File: config.mk
export PLATFORM = sky130hd
export DESIGN_NAME = ssb_top
export DESIGN_NICKNAME = d
export VERILOG_FILES = /design/src/logic/ssb_pkg.sv /design/src/logic/ssb_shift_if.sv /design/src/logic/ssb_shifter.sv /design/src/logic/ssb_sync.sv /design/src/logic/ssb_top.sv
export VERILOG_INCLUDE_DIRS = /design/src /design/src/logic
export SDC_FILE = /design/constraint.sdc
export NUM_CORES = 1
export LEC_CHECK = 0
export ABC_AREA = 1
export BUFFER_PORTS_ARGS = -buffer_cell sky130_fd_sc_hd__buf_2
export CORE_MARGIN = 2
export CORE_UTILIZATION = 50
export CTS_CLUSTER_DIAMETER = 120
export CTS_CLUSTER_SIZE = 20
export DETAILED_ROUTE_END_ITERATION = 6
export MAX_ROUTING_LAYER = met4
export PLACE_DENSITY = 0.78
export SETUP_SLACK_MARGIN = 0.2
export SYNTH_ARGS = -nofsm -noshare
export SYNTH_HDL_FRONTEND = slang
export SYNTH_HIERARCHICAL = 1
export SYNTH_SLANG_ARGS = --single-unit
export TNS_END_PERCENT = 30
File: constraint.sdc
create_clock -name i_mclk -period 3.3 [get_ports i_mclk]
set_input_delay 0.33 -clock i_mclk [delete_from_list [all_inputs] [get_ports i_mclk]]
set_output_delay 0.33 -clock i_mclk [all_outputs]
set_load 0.01 [all_outputs]
File: src/logic/ssb_params.svh
// Register map, field positions, reset values and timing counts
`ifndef SSB_PARAMS_SVH
`define SSB_PARAMS_SVH
`define SSB_OFS_CTRL1     8'h00
`define SSB_OFS_CTRL2     8'h04
`define SSB_OFS_STATUS    8'h08
`define SSB_OFS_DATA      8'h0C
`define SSB_C1_RFIE       7
`define SSB_C1_TXIE       5
`define SSB_C1_MASTER_SELECT       4
`define SSB_C1_SELECT_OUTPUT_ENABLE       1
`define SSB_C2_FAULT_DETECT_ENABLE     4
`define SSB_ST_RF         7
`define SSB_ST_TE         5
`define SSB_ST_MF         4
`define SSB_C1_RST        8'h00
`define SSB_C2_RST        8'h00
`define SSB_SCK_HALF_DIV  4
`define SSB_RESP_OKAY     2'h0
`define SSB_RESP_SLVERR   2'h2
`endif

File: src/logic/ssb_pkg.sv
// Shared types of the serial status and data buffer block
`default_nettype none
package ssb_pkg;
    typedef enum logic [1:0] {
        SSB_ST_IDLE = 2'b01,
        SSB_ST_RUN  = 2'b10
    } ssb_state_type;
endpackage : ssb_pkg
`default_nettype wire

File: src/logic/ssb_shift_if.sv
// Link between buffer logic and the shift engine
`timescale 1ns/1ps
`default_nettype none
interface ssb_shift_if;
    logic       load;
    logic [7:0] load_byte;
    logic       master;
    logic       busy;
    logic       done;
    logic [7:0] rx_byte;
    modport ctl (output load, output load_byte, output master,
                 input busy, input done, input rx_byte);
    modport eng (input load, input load_byte, input master,
                 output busy, output done, output rx_byte);
endinterface : ssb_shift_if
`default_nettype wire

File: src/logic/ssb_shifter.sv
// Eight-bit shift engine, mode 0, master or slave
`timescale 1ns/1ps
`include "ssb_params.svh"
`default_nettype none
module ssb_shifter #(
    parameter int HALF_DIV = `SSB_SCK_HALF_DIV
) (
    input  wire logic  i_mclk,
    input  wire logic  i_rst_n,
    input  wire logic  i_ce,
    ssb_shift_if.eng   sif,
    input  wire logic  i_sck_s,
    input  wire logic  i_ss_n_s,
    input  wire logic  i_mosi_s,
    input  wire logic  i_miso_s,
    output var  logic  o_sck,
    output wire logic  o_sdo
);
    ssb_pkg::ssb_state_type state_q;
    logic [7:0]  sh_q;
    logic [7:0]  rx_q;
    logic [2:0]  cnt_q;
    logic [15:0] div_q;
    logic        samp_q;
    logic        prev_q;
    logic        done_q;

    wire div_end = (div_q == 16'(HALF_DIV - 1));
    wire m_run   = sif.master && (state_q == ssb_pkg::SSB_ST_RUN);
    wire rise    = sif.master ? (m_run && div_end && !o_sck)
                              : (!i_ss_n_s && i_sck_s && !prev_q);
    wire fall    = sif.master ? (m_run && div_end && o_sck)
                              : (!i_ss_n_s && !i_sck_s && prev_q);
    wire bit_in  = sif.master ? i_miso_s : i_mosi_s;
    wire last    = fall && (cnt_q == 3'h7);
    wire [7:0] sh_next = {sh_q[6:0], samp_q};

    assign sif.busy    = (state_q == ssb_pkg::SSB_ST_RUN);
    assign sif.done    = done_q;
    assign sif.rx_byte = rx_q;
    assign o_sdo       = sh_q[7];

    always_ff @(posedge i_mclk or negedge i_rst_n) begin
        if (!i_rst_n) begin
            state_q <= ssb_pkg::SSB_ST_IDLE;
            sh_q    <= 8'h00;
            rx_q    <= 8'h00;
            cnt_q   <= 3'h0;
            div_q   <= 16'h0000;
            samp_q  <= 1'b0;
            prev_q  <= 1'b0;
            done_q  <= 1'b0;
            o_sck   <= 1'b0;
        end else if (i_ce) begin
            prev_q <= i_sck_s;
            done_q <= last;
            div_q  <= (m_run && !div_end) ? div_q + 16'h0001 : 16'h0000;
            if (m_run && div_end) begin
                o_sck <= !o_sck;
            end
            if (!sif.master && i_ss_n_s) begin
                cnt_q <= 3'h0;
            end
            if (rise) begin
                samp_q <= bit_in;
            end
            if (fall) begin
                sh_q  <= sh_next;
                cnt_q <= cnt_q + 3'h1;
            end
            if (last) begin
                rx_q <= sh_next;
            end
            case (state_q)
                ssb_pkg::SSB_ST_IDLE: begin
                    if (sif.load) begin
                        sh_q    <= sif.load_byte;
                        cnt_q   <= 3'h0;
                        o_sck   <= 1'b0;
                        state_q <= ssb_pkg::SSB_ST_RUN;
                    end
                end
                ssb_pkg::SSB_ST_RUN: begin
                    if (last) begin
                        state_q <= ssb_pkg::SSB_ST_IDLE;
                    end
                end
                default: state_q <= ssb_pkg::SSB_ST_IDLE;
            endcase
        end
    end
endmodule : ssb_shifter
`default_nettype wire

File: src/logic/ssb_sync.sv
// Two-flop synchroniser for pin inputs
`timescale 1ns/1ps
`default_nettype none
module ssb_sync #(
    parameter int W = 4
) (
    input  wire logic         i_mclk,
    input  wire logic         i_rst_n,
    input  wire logic         i_ce,
    input  wire logic [W-1:0] i_async,
    output var  logic [W-1:0] o_sync
);
    logic [W-1:0] meta_q;

    always_ff @(posedge i_mclk or negedge i_rst_n) begin
        if (!i_rst_n) begin
            meta_q <= '0;
            o_sync <= '0;
        end else if (i_ce) begin
            meta_q <= i_async;
            o_sync <= meta_q;
        end
    end
endmodule : ssb_sync
`default_nettype wire

File: src/logic/ssb_top.sv
// Status flags, data buffers and register slave of the serial port
//
// The AXI4-Lite slave port and the register addresses are this design's own decisions.
`timescale 1ns/1ps
`include "ssb_params.svh"
`default_nettype none
module ssb_top #(
    parameter int HALF_DIV = `SSB_SCK_HALF_DIV
) (
    input  wire logic        i_mclk,
    input  wire logic        i_rst_n,
    input  wire logic        i_ce,
    input  wire logic [7:0]  i_s_axi_awaddr,
    input  wire logic        i_s_axi_awvalid,
    output wire logic        o_s_axi_awready,
    input  wire logic [31:0] i_s_axi_wdata,
    input  wire logic [3:0]  i_s_axi_wstrb,
    input  wire logic        i_s_axi_wvalid,
    output wire logic        o_s_axi_wready,
    output var  logic [1:0]  o_s_axi_bresp,
    output var  logic        o_s_axi_bvalid,
    input  wire logic        i_s_axi_bready,
    input  wire logic [7:0]  i_s_axi_araddr,
    input  wire logic        i_s_axi_arvalid,
    output wire logic        o_s_axi_arready,
    output var  logic [31:0] o_s_axi_rdata,
    output var  logic [1:0]  o_s_axi_rresp,
    output var  logic        o_s_axi_rvalid,
    input  wire logic        i_s_axi_rready,
    input  wire logic        i_sck,
    output wire logic        o_sck,
    output wire logic        o_sck_oe,
    input  wire logic        i_mosi,
    output wire logic        o_mosi,
    output wire logic        o_mosi_oe,
    input  wire logic        i_miso,
    output wire logic        o_miso,
    output wire logic        o_miso_oe,
    input  wire logic        i_ss_n,
    output wire logic        o_ss_n,
    output wire logic        o_ss_n_oe,
    output var  logic        o_irq
);
    ssb_shift_if sif ();

    logic [7:0]  control_reg_one_q;
    logic [7:0]  ctrl2_q;
    logic [7:0]  txbuf_q;
    logic [7:0]  data_buffer_reg_q;
    logic        tx_full_q;
    logic        rx_full_flag_q;
    logic        mode_fault_flag_q;
    logic        te_seen_q;
    logic        rf_seen_q;
    logic        mf_seen_q;
    logic        aw_have_q;
    logic        w_have_q;
    logic [7:0]  awaddr_q;
    logic [7:0]  wdata_q;
    logic        wlane_q;
    logic [3:0]  pins_s;
    logic        sck_s;
    logic        ss_n_s;
    logic        mosi_s;
    logic        miso_s;
    logic        sck_out;
    logic        sdo;

    ssb_sync #(
        .W (4)
    ) u_sync (
        .i_mclk  (i_mclk),
        .i_rst_n (i_rst_n),
        .i_ce    (i_ce),
        .i_async ({i_sck, ~i_ss_n, i_mosi, i_miso}),
        .o_sync  (pins_s)
    );
    // Select travels inverted so reset reads as deselected
    assign {sck_s, ss_n_s, mosi_s, miso_s} = pins_s ^ 4'b0100;

    ssb_shifter #(
        .HALF_DIV (HALF_DIV)
    ) u_shifter (
        .i_mclk   (i_mclk),
        .i_rst_n  (i_rst_n),
        .i_ce     (i_ce),
        .sif      (sif.eng),
        .i_sck_s  (sck_s),
        .i_ss_n_s (ss_n_s),
        .i_mosi_s (mosi_s),
        .i_miso_s (miso_s),
        .o_sck    (sck_out),
        .o_sdo    (sdo)
    );

    // Control fields
    wire master_select        = control_reg_one_q[`SSB_C1_MASTER_SELECT];
    wire tx_irq_enable        = control_reg_one_q[`SSB_C1_TXIE];
    wire rx_fault_irq_enable  = control_reg_one_q[`SSB_C1_RFIE];
    wire select_output_enable = control_reg_one_q[`SSB_C1_SELECT_OUTPUT_ENABLE];
    wire fault_detect_enable  = ctrl2_q[`SSB_C2_FAULT_DETECT_ENABLE];
    wire tx_empty_flag        = !tx_full_q;

    // Pins; slave drives its data line only while selected
    assign o_sck     = sck_out;
    assign o_sck_oe  = master_select;
    assign o_mosi    = sdo;
    assign o_mosi_oe = master_select;
    assign o_miso    = sdo;
    assign o_miso_oe = !master_select && !ss_n_s;
    assign o_ss_n    = !sif.busy;
    assign o_ss_n_oe = master_select && fault_detect_enable && select_output_enable;

    // Write channel: address and data taken in either order
    assign o_s_axi_awready = !aw_have_q && !o_s_axi_bvalid;
    assign o_s_axi_wready  = !w_have_q && !o_s_axi_bvalid;
    wire aw_take  = i_s_axi_awvalid && o_s_axi_awready;
    wire w_take   = i_s_axi_wvalid && o_s_axi_wready;
    wire wr_fire  = aw_have_q && w_have_q && !o_s_axi_bvalid;
    wire wa_c1    = (awaddr_q == `SSB_OFS_CTRL1);
    wire wa_c2    = (awaddr_q == `SSB_OFS_CTRL2);
    wire wa_st    = (awaddr_q == `SSB_OFS_STATUS);
    wire wa_dat   = (awaddr_q == `SSB_OFS_DATA);
    wire wa_ok    = wa_c1 || wa_c2 || wa_st || wa_dat;
    wire wr_c1    = wr_fire && wa_c1;
    wire wr_c1_en = wr_c1 && wlane_q;
    wire wr_c2_en = wr_fire && wa_c2 && wlane_q;
    wire wr_dat   = wr_fire && wa_dat && wlane_q;

    // Read channel
    assign o_s_axi_arready = !o_s_axi_rvalid;
    wire rd_take = i_s_axi_arvalid && o_s_axi_arready;
    wire ra_c1   = (i_s_axi_araddr == `SSB_OFS_CTRL1);
    wire ra_c2   = (i_s_axi_araddr == `SSB_OFS_CTRL2);
    wire ra_st   = (i_s_axi_araddr == `SSB_OFS_STATUS);
    wire ra_dat  = (i_s_axi_araddr == `SSB_OFS_DATA);
    wire ra_ok   = ra_c1 || ra_c2 || ra_st || ra_dat;
    wire rd_st   = rd_take && ra_st;
    wire rd_dat  = rd_take && ra_dat;

    // Unimplemented status bits stay zero
    wire [7:0] status_reg = (8'(rx_full_flag_q) << `SSB_ST_RF)
                          | (8'(tx_empty_flag) << `SSB_ST_TE)
                          | (8'(mode_fault_flag_q) << `SSB_ST_MF);
    wire [7:0] rd_mux = ra_c1  ? control_reg_one_q :
                        ra_c2  ? ctrl2_q :
                        ra_st  ? status_reg :
                        ra_dat ? data_buffer_reg_q : 8'h00;

    // Transmit side
    wire tx_accept = wr_dat && te_seen_q;
    wire tx_move   = tx_full_q && !sif.busy;
    assign sif.load      = tx_move;
    assign sif.load_byte = txbuf_q;
    assign sif.master    = master_select;

    // Receive side; a full buffer drops the new byte
    wire rx_clear = rd_dat && rf_seen_q;
    wire rx_set   = sif.done && (!rx_full_flag_q || rx_clear);

    // Mode fault input only in one configuration
    wire fault_in = master_select && fault_detect_enable
                  && !select_output_enable && !ss_n_s;
    wire mf_clear = wr_c1 && mf_seen_q;

    always_ff @(posedge i_mclk or negedge i_rst_n) begin
        if (!i_rst_n) begin
            aw_have_q <= 1'b0;
            w_have_q  <= 1'b0;
            awaddr_q  <= 8'h00;
            wdata_q   <= 8'h00;
            wlane_q   <= 1'b0;
        end else if (i_ce) begin
            if (aw_take) begin
                aw_have_q <= 1'b1;
                awaddr_q  <= i_s_axi_awaddr;
            end else if (wr_fire) begin
                aw_have_q <= 1'b0;
            end
            if (w_take) begin
                w_have_q <= 1'b1;
                wdata_q  <= i_s_axi_wdata[7:0];
                wlane_q  <= i_s_axi_wstrb[0];
            end else if (wr_fire) begin
                w_have_q <= 1'b0;
            end
        end
    end

    always_ff @(posedge i_mclk or negedge i_rst_n) begin
        if (!i_rst_n) begin
            o_s_axi_bvalid <= 1'b0;
            o_s_axi_bresp  <= `SSB_RESP_OKAY;
            o_s_axi_rvalid <= 1'b0;
            o_s_axi_rresp  <= `SSB_RESP_OKAY;
            o_s_axi_rdata  <= 32'h0000_0000;
        end else if (i_ce) begin
            if (wr_fire) begin
                o_s_axi_bvalid <= 1'b1;
                o_s_axi_bresp  <= wa_ok ? `SSB_RESP_OKAY : `SSB_RESP_SLVERR;
            end else if (i_s_axi_bready) begin
                o_s_axi_bvalid <= 1'b0;
            end
            if (rd_take) begin
                o_s_axi_rvalid <= 1'b1;
                o_s_axi_rresp  <= ra_ok ? `SSB_RESP_OKAY : `SSB_RESP_SLVERR;
                o_s_axi_rdata  <= {24'h00_0000, rd_mux};
            end else if (i_s_axi_rready) begin
                o_s_axi_rvalid <= 1'b0;
            end
        end
    end

    always_ff @(posedge i_mclk or negedge i_rst_n) begin
        if (!i_rst_n) begin
            control_reg_one_q <= `SSB_C1_RST;
            ctrl2_q           <= `SSB_C2_RST;
        end else if (i_ce) begin
            if (wr_c1_en) begin
                control_reg_one_q <= wdata_q;
            end
            if (wr_c2_en) begin
                ctrl2_q <= wdata_q;
            end
        end
    end

    // Transmit buffer and its read-then-write arming
    always_ff @(posedge i_mclk or negedge i_rst_n) begin
        if (!i_rst_n) begin
            tx_full_q <= 1'b0;
            txbuf_q   <= 8'h00;
            te_seen_q <= 1'b0;
        end else if (i_ce) begin
            if (tx_accept) begin
                tx_full_q <= 1'b1;
                txbuf_q   <= wdata_q;
            end else if (tx_move) begin
                tx_full_q <= 1'b0;
            end
            // Arming survives until the next data write, unless a status read in that cycle finds the buffer empty and re-arms it
            if (rd_st && tx_empty_flag) begin
                te_seen_q <= 1'b1;
            end else if (wr_dat) begin
                te_seen_q <= 1'b0;
            end
        end
    end

    // Receive buffer; a new byte wins over a same-cycle clear
    always_ff @(posedge i_mclk or negedge i_rst_n) begin
        if (!i_rst_n) begin
            rx_full_flag_q    <= 1'b0;
            data_buffer_reg_q <= 8'h00;
            rf_seen_q         <= 1'b0;
        end else if (i_ce) begin
            if (rx_set) begin
                rx_full_flag_q    <= 1'b1;
                data_buffer_reg_q <= sif.rx_byte;
            end else if (rx_clear) begin
                rx_full_flag_q <= 1'b0;
            end
            if (rd_st && rx_full_flag_q) begin
                rf_seen_q <= 1'b1;
            end else if (rd_dat) begin
                rf_seen_q <= 1'b0;
            end
        end
    end

    // Mode fault; a persisting fault re-sets over a clear
    always_ff @(posedge i_mclk or negedge i_rst_n) begin
        if (!i_rst_n) begin
            mode_fault_flag_q <= 1'b0;
            mf_seen_q         <= 1'b0;
        end else if (i_ce) begin
            if (fault_in) begin
                mode_fault_flag_q <= 1'b1;
            end else if (mf_clear) begin
                mode_fault_flag_q <= 1'b0;
            end
            if (rd_st && mode_fault_flag_q) begin
                mf_seen_q <= 1'b1;
            end else if (wr_c1) begin
                mf_seen_q <= 1'b0;
            end
        end
    end

    always_ff @(posedge i_mclk or negedge i_rst_n) begin
        if (!i_rst_n) begin
            o_irq <= 1'b0;
        end else if (i_ce) begin
            o_irq <= (tx_empty_flag && tx_irq_enable)
                   || ((rx_full_flag_q || mode_fault_flag_q)
                       && rx_fault_irq_enable);
        end
    end
endmodule : ssb_top
`default_nettype wire

==> metrics.md <==
| Metric | Value |
|---|---|
| Status | `finished clean` |
| Worst hold path class | `input port to register` |
| CTS Buf Count | `17` |
| CP max stage delay | `0.58 ns` |
| Worst Path Max Fanout | `12` |
| Mapped cell area | `roughly 6000 um2` |
| Largest net degree at the start of global routing | `50` |
| Vias per inst | `between 5 and 6` |
| P_sw | `roughly 1.2 mW` |
| Ys flop type | `dfrtp_1` |
| Crit. End Element | `register` |
| Clock power share | `0.416` |
| Sequential area share after synthesis | `0.492` |
| Core box area | `11,900 um2` |
| Clock transition at path regs | `roughly 0.05 ns` |
| Count of cell types in the netlist | `between 40 and 50` |
| DP Wirelength | `between 8000 and 9000 um` |
| Final setup viols | `0` |
| Most frequent CP cell | `nand2_1` |
| Endpoints failing hold | `0` |
| CTS Root Cell | `clkbuf_16` |
| Dpl cell area | `about 6300 um2` |
| Synth warnings | `6` |
| Peak supply drop | `roughly 410 uV` |
| # resized after CTS | `0` |
| WHS | `around 0.12 ns` |
| CTS Sinks | `around 120` |
| Avg WL per Cell | `roughly 13 um` |
| Worst setup startpoint | `control_reg_one_q[4]` |
| Layout cell share with drive strength beyond 1 | `0.181` |
| CTS tree | `done` |
| Worst r2r src | `control_reg_one_q[4]` |
| CP cell instances | `inv_1, nor2_1, inv_1, nor2_1, ha_1, nand2_1, nand2_2, inv_2, nand3_1, nand2_1, nand2_1, nand2_1` |
| H-Tree Depth | `4` |
| Final period util | `0.660` |
| Ys async rst share | `1.00` |
| Area grow syn2layout | `14.0%` |
| Die Height | `~110 um` |
| Part of the power in combinational logic | `0.154` |
| Final net count | `around 870` |
| Clock buffer depth | `2` |
| Worst reg2reg path depth | `12` |
| Syn Inst Count | `739` |
| Mean Syn Cell Area | `a little over 8 um2` |
| Final Max Slew Viols | `0` |
| RSZ-0062 raised after global routing | `no` |
| Slowest cell on the critical path | `dfrtp_1` |
| DRC violations left | `0` |
| I/O pin cnt | `between 100 and 150` |
| CP startpoint kind | `register` |
| Die width | `around 110 um` |
| Port bufs | `60` |
| Static Leak | `3.59 nW` |
| Final RePlAce weighted congestion | `0.892` |
| Initial antenna violation count | `0` |
| Clock latency on the worst-skew pair | `between 0.4 and 0.5 ns` |
| Seq cells post-synth | `~120` |
| Critical Path AT | `2.48 ns` |
| Grt ovf | `0` |
| Max-Cap Viols | `0` |
| Worst Hold Launch | `i_miso` |
| Final Instance Area | `between 6000 and 7000 um2` |
| Aggregate negative setup slack | `0 ns` |
| First-pass GRT wire length | `about 21,000 um` |
| Pwr dens | `slightly above 600 nW/um2` |
| Routed Antenna Nets | `0` |
| Seq pwr share | `0.430` |
| Kind of critical path | `register to register` |
| EDFF count, synth | `0` |
| Fill cells | `1,044` |
| Cell Rows | `40` |
| Internal Power | `approximately 3.0 mW` |
| Tmin final | `around 2.2 ns` |
| Die area | `around 13,000 um2` |
| Worst Path Required | `between 3 and 4 ns` |
| Diode count | `0` |
| Achievable frequency | `around 460 MHz` |
| DRT Pass-1 Iters | `5` |
| Final WL | `between 10,000 and 15,000 um` |
| Starting density of the core | `0.509` |
| Switching fraction of total power | `0.286` |
| Vias in the first global route | `about 4,500` |
| Worst-Margin Slew | `0.610 ns` |
| GR Util All Layers | `0.216` |
| Via count | `just under 5,000` |
| Clock skew | `approximately 0.0074 ns` |
| Drt first-iter violations | `366` |
| Hold path cells | `3` |
| Slew margin rel. | `0.593` |
## sequential cells by signal, summed over array words and instances (netlist names), 2 cells and up
signal                 cells
awaddr_q                   8
u_shifter/div_q           16
u_shifter/cnt_q            3
u_shifter/sh_q             8
ctrl2_q                    8
data_buffer_reg_q          8
u_sync/o_sync              4
u_shifter/sif.rx_byte      8
o_s_axi_rdata              8
u_sync/meta_q              4
control_reg_one_q          8
sif.load_byte              8
u_shifter/state_q          2
wdata_q                    8
## kinds of logic (layout without fill, tap and decap cells)
kind of cell             count (synthesis)  in the layout  share of synthesized area
multiplexers                             7              7                     0.0147
other                                    1             26                   0.000619
adder cells (fa/ha/maj)                  5              5                     0.0103
XOR/XNOR                                 3              3                    0.00434
buffers and inverters                  130            180                      0.107
AO/OA/AOI/OAI                           78             78                     0.0754
flip-flops                             119            119                      0.492
AND/OR/NAND/NOR                        396            396                      0.296
## repair_timing
item / in CTS / in global routing
buffers inserted: 0 / 0
hold buffers: 1 / 0
hold endpoints to repair: 46 / 0
## final timing paths
check | end | slack (ns)
setup / recovery | u_shifter/cnt_q[2] | 1.12
hold / removal | u_sync/meta_q[0] | 0.12
setup reg to reg | u_shifter/cnt_q[2] | 1.12
hold reg to reg | u_sync/meta_q[0] | 0.47
max in group asynchronous | ctrl2_q[7] | 1.89
min in group asynchronous | o_s_axi_rdata[3] | 0.47
## per-stage QoR
| stage | instances | power [mW] | setup WS [ns] | util |
|---|---|---|---|---|
| final | 961 | 4.24 | 1.12 | 0.580 |
| after global routing | 961 | 4.46 | 0.888 | 0.580 |
| after CTS | 961 | 4.27 | 1.13 | 0.580 |
| after detailed placement | 929 | 2.48 | 1.14 | 0.532 |
| after global placement | 929 | 2.46 | 1.18 | 0.532 |
| after floorplan | 764 | 2.29 | 1.48 | - |
## Yosys cell counts (3+ instances only)
| master | n | share of area |
|---|---|---|
| inv_2 | 9 | 0.0056 |
| o211ai_1 | 3 | 0.0037 |
| nor2_1 | 75 | 0.046 |
| mux2_4 | 3 | 0.0074 |
| nor2_4 | 6 | 0.011 |
| nand2_1 | 212 | 0.13 |
| o21ai_1 | 11 | 0.0091 |
| buf_2 | 5 | 0.0041 |
| a22oi_1 | 7 | 0.0087 |
| buf_6 | 3 | 0.0056 |
| dfrtp_1 | 118 | 0.49 |
| ha_1 | 5 | 0.010 |
| nor3_1 | 4 | 0.0033 |
| nand4_1 | 18 | 0.019 |
| inv_1 | 75 | 0.046 |
| o21ai_0 | 24 | 0.020 |
| nor3_2 | 3 | 0.0050 |
| a21oi_1 | 20 | 0.017 |
| nand3_1 | 51 | 0.042 |
| nand2_2 | 8 | 0.0083 |
| buf_4 | 35 | 0.043 |
| o21ai_2 | 8 | 0.012 |
| nor2_2 | 7 | 0.0072 |
| nand3_2 | 5 | 0.0083 |
## worst max-delay path, delay by kind of cell, from the launching register on
| family | cells | cell delay (ns) |
|---|---|---|
| simple gates | 8 | 0.98 |
| flops | 1 | 0.58 |
| fa+ha+maj | 1 | 0.16 |
| buf+inv | 3 | 0.34 |
## metal layers
layer | GRT usage | vias up | share of wire
li1 | - | 2441 | -
met1 | 0.286 | 2230 | 0.46
met2 | 0.325 | 155 | 0.47
met3 | 0.0487 | 25 | 0.051
met4 | 0.0894 | 0 | 0.021
met5 | - | - | 0
## final cells by class
cell class | instances | area (um2) | share of cell area
flip-flops and latches | 119 | 2980 | 0.431
multi-input cells | 515 | 2520 | 0.365
clock buffers | 23 | 468 | 0.0677
repair buffers | 64 | 335 | 0.0485
inverters | 85 | 319 | 0.0462
well taps | 147 | 184 | 0.0266
clock inverters | 8 | 98.8 | 0.0143
## cell usage in the layout, fill, tap and decap left out, types with 4 or more instances in the layout
master,n
nand2_1,212
dfrtp_1,118
inv_1,75
nor2_1,75
buf_2,59
nand3_1,51
conb_1,26
o21ai_0,24
a21oi_1,20
nand4_1,18
clkbuf_16,17
o21ai_1,11
inv_2,9
nand2_2,8
o21ai_2,8
nor2_2,7
a22oi_1,7
nor2_4,6
nand3_2,5
ha_1,5
nor3_1,4
clkbuf_1,4
buf_4,4
## power groups by stage
stage	registers, mW	clock network, mW	logic [mW]
finish	1.82	1.76	0.651
CTS	1.82	1.80	0.655
detailed placement	1.84	0	0.642
global placement	1.83	0	0.628
floorplan	1.81	0	0.483
global route	1.85	1.87	0.744
Power figures use the tool's default switching activity.
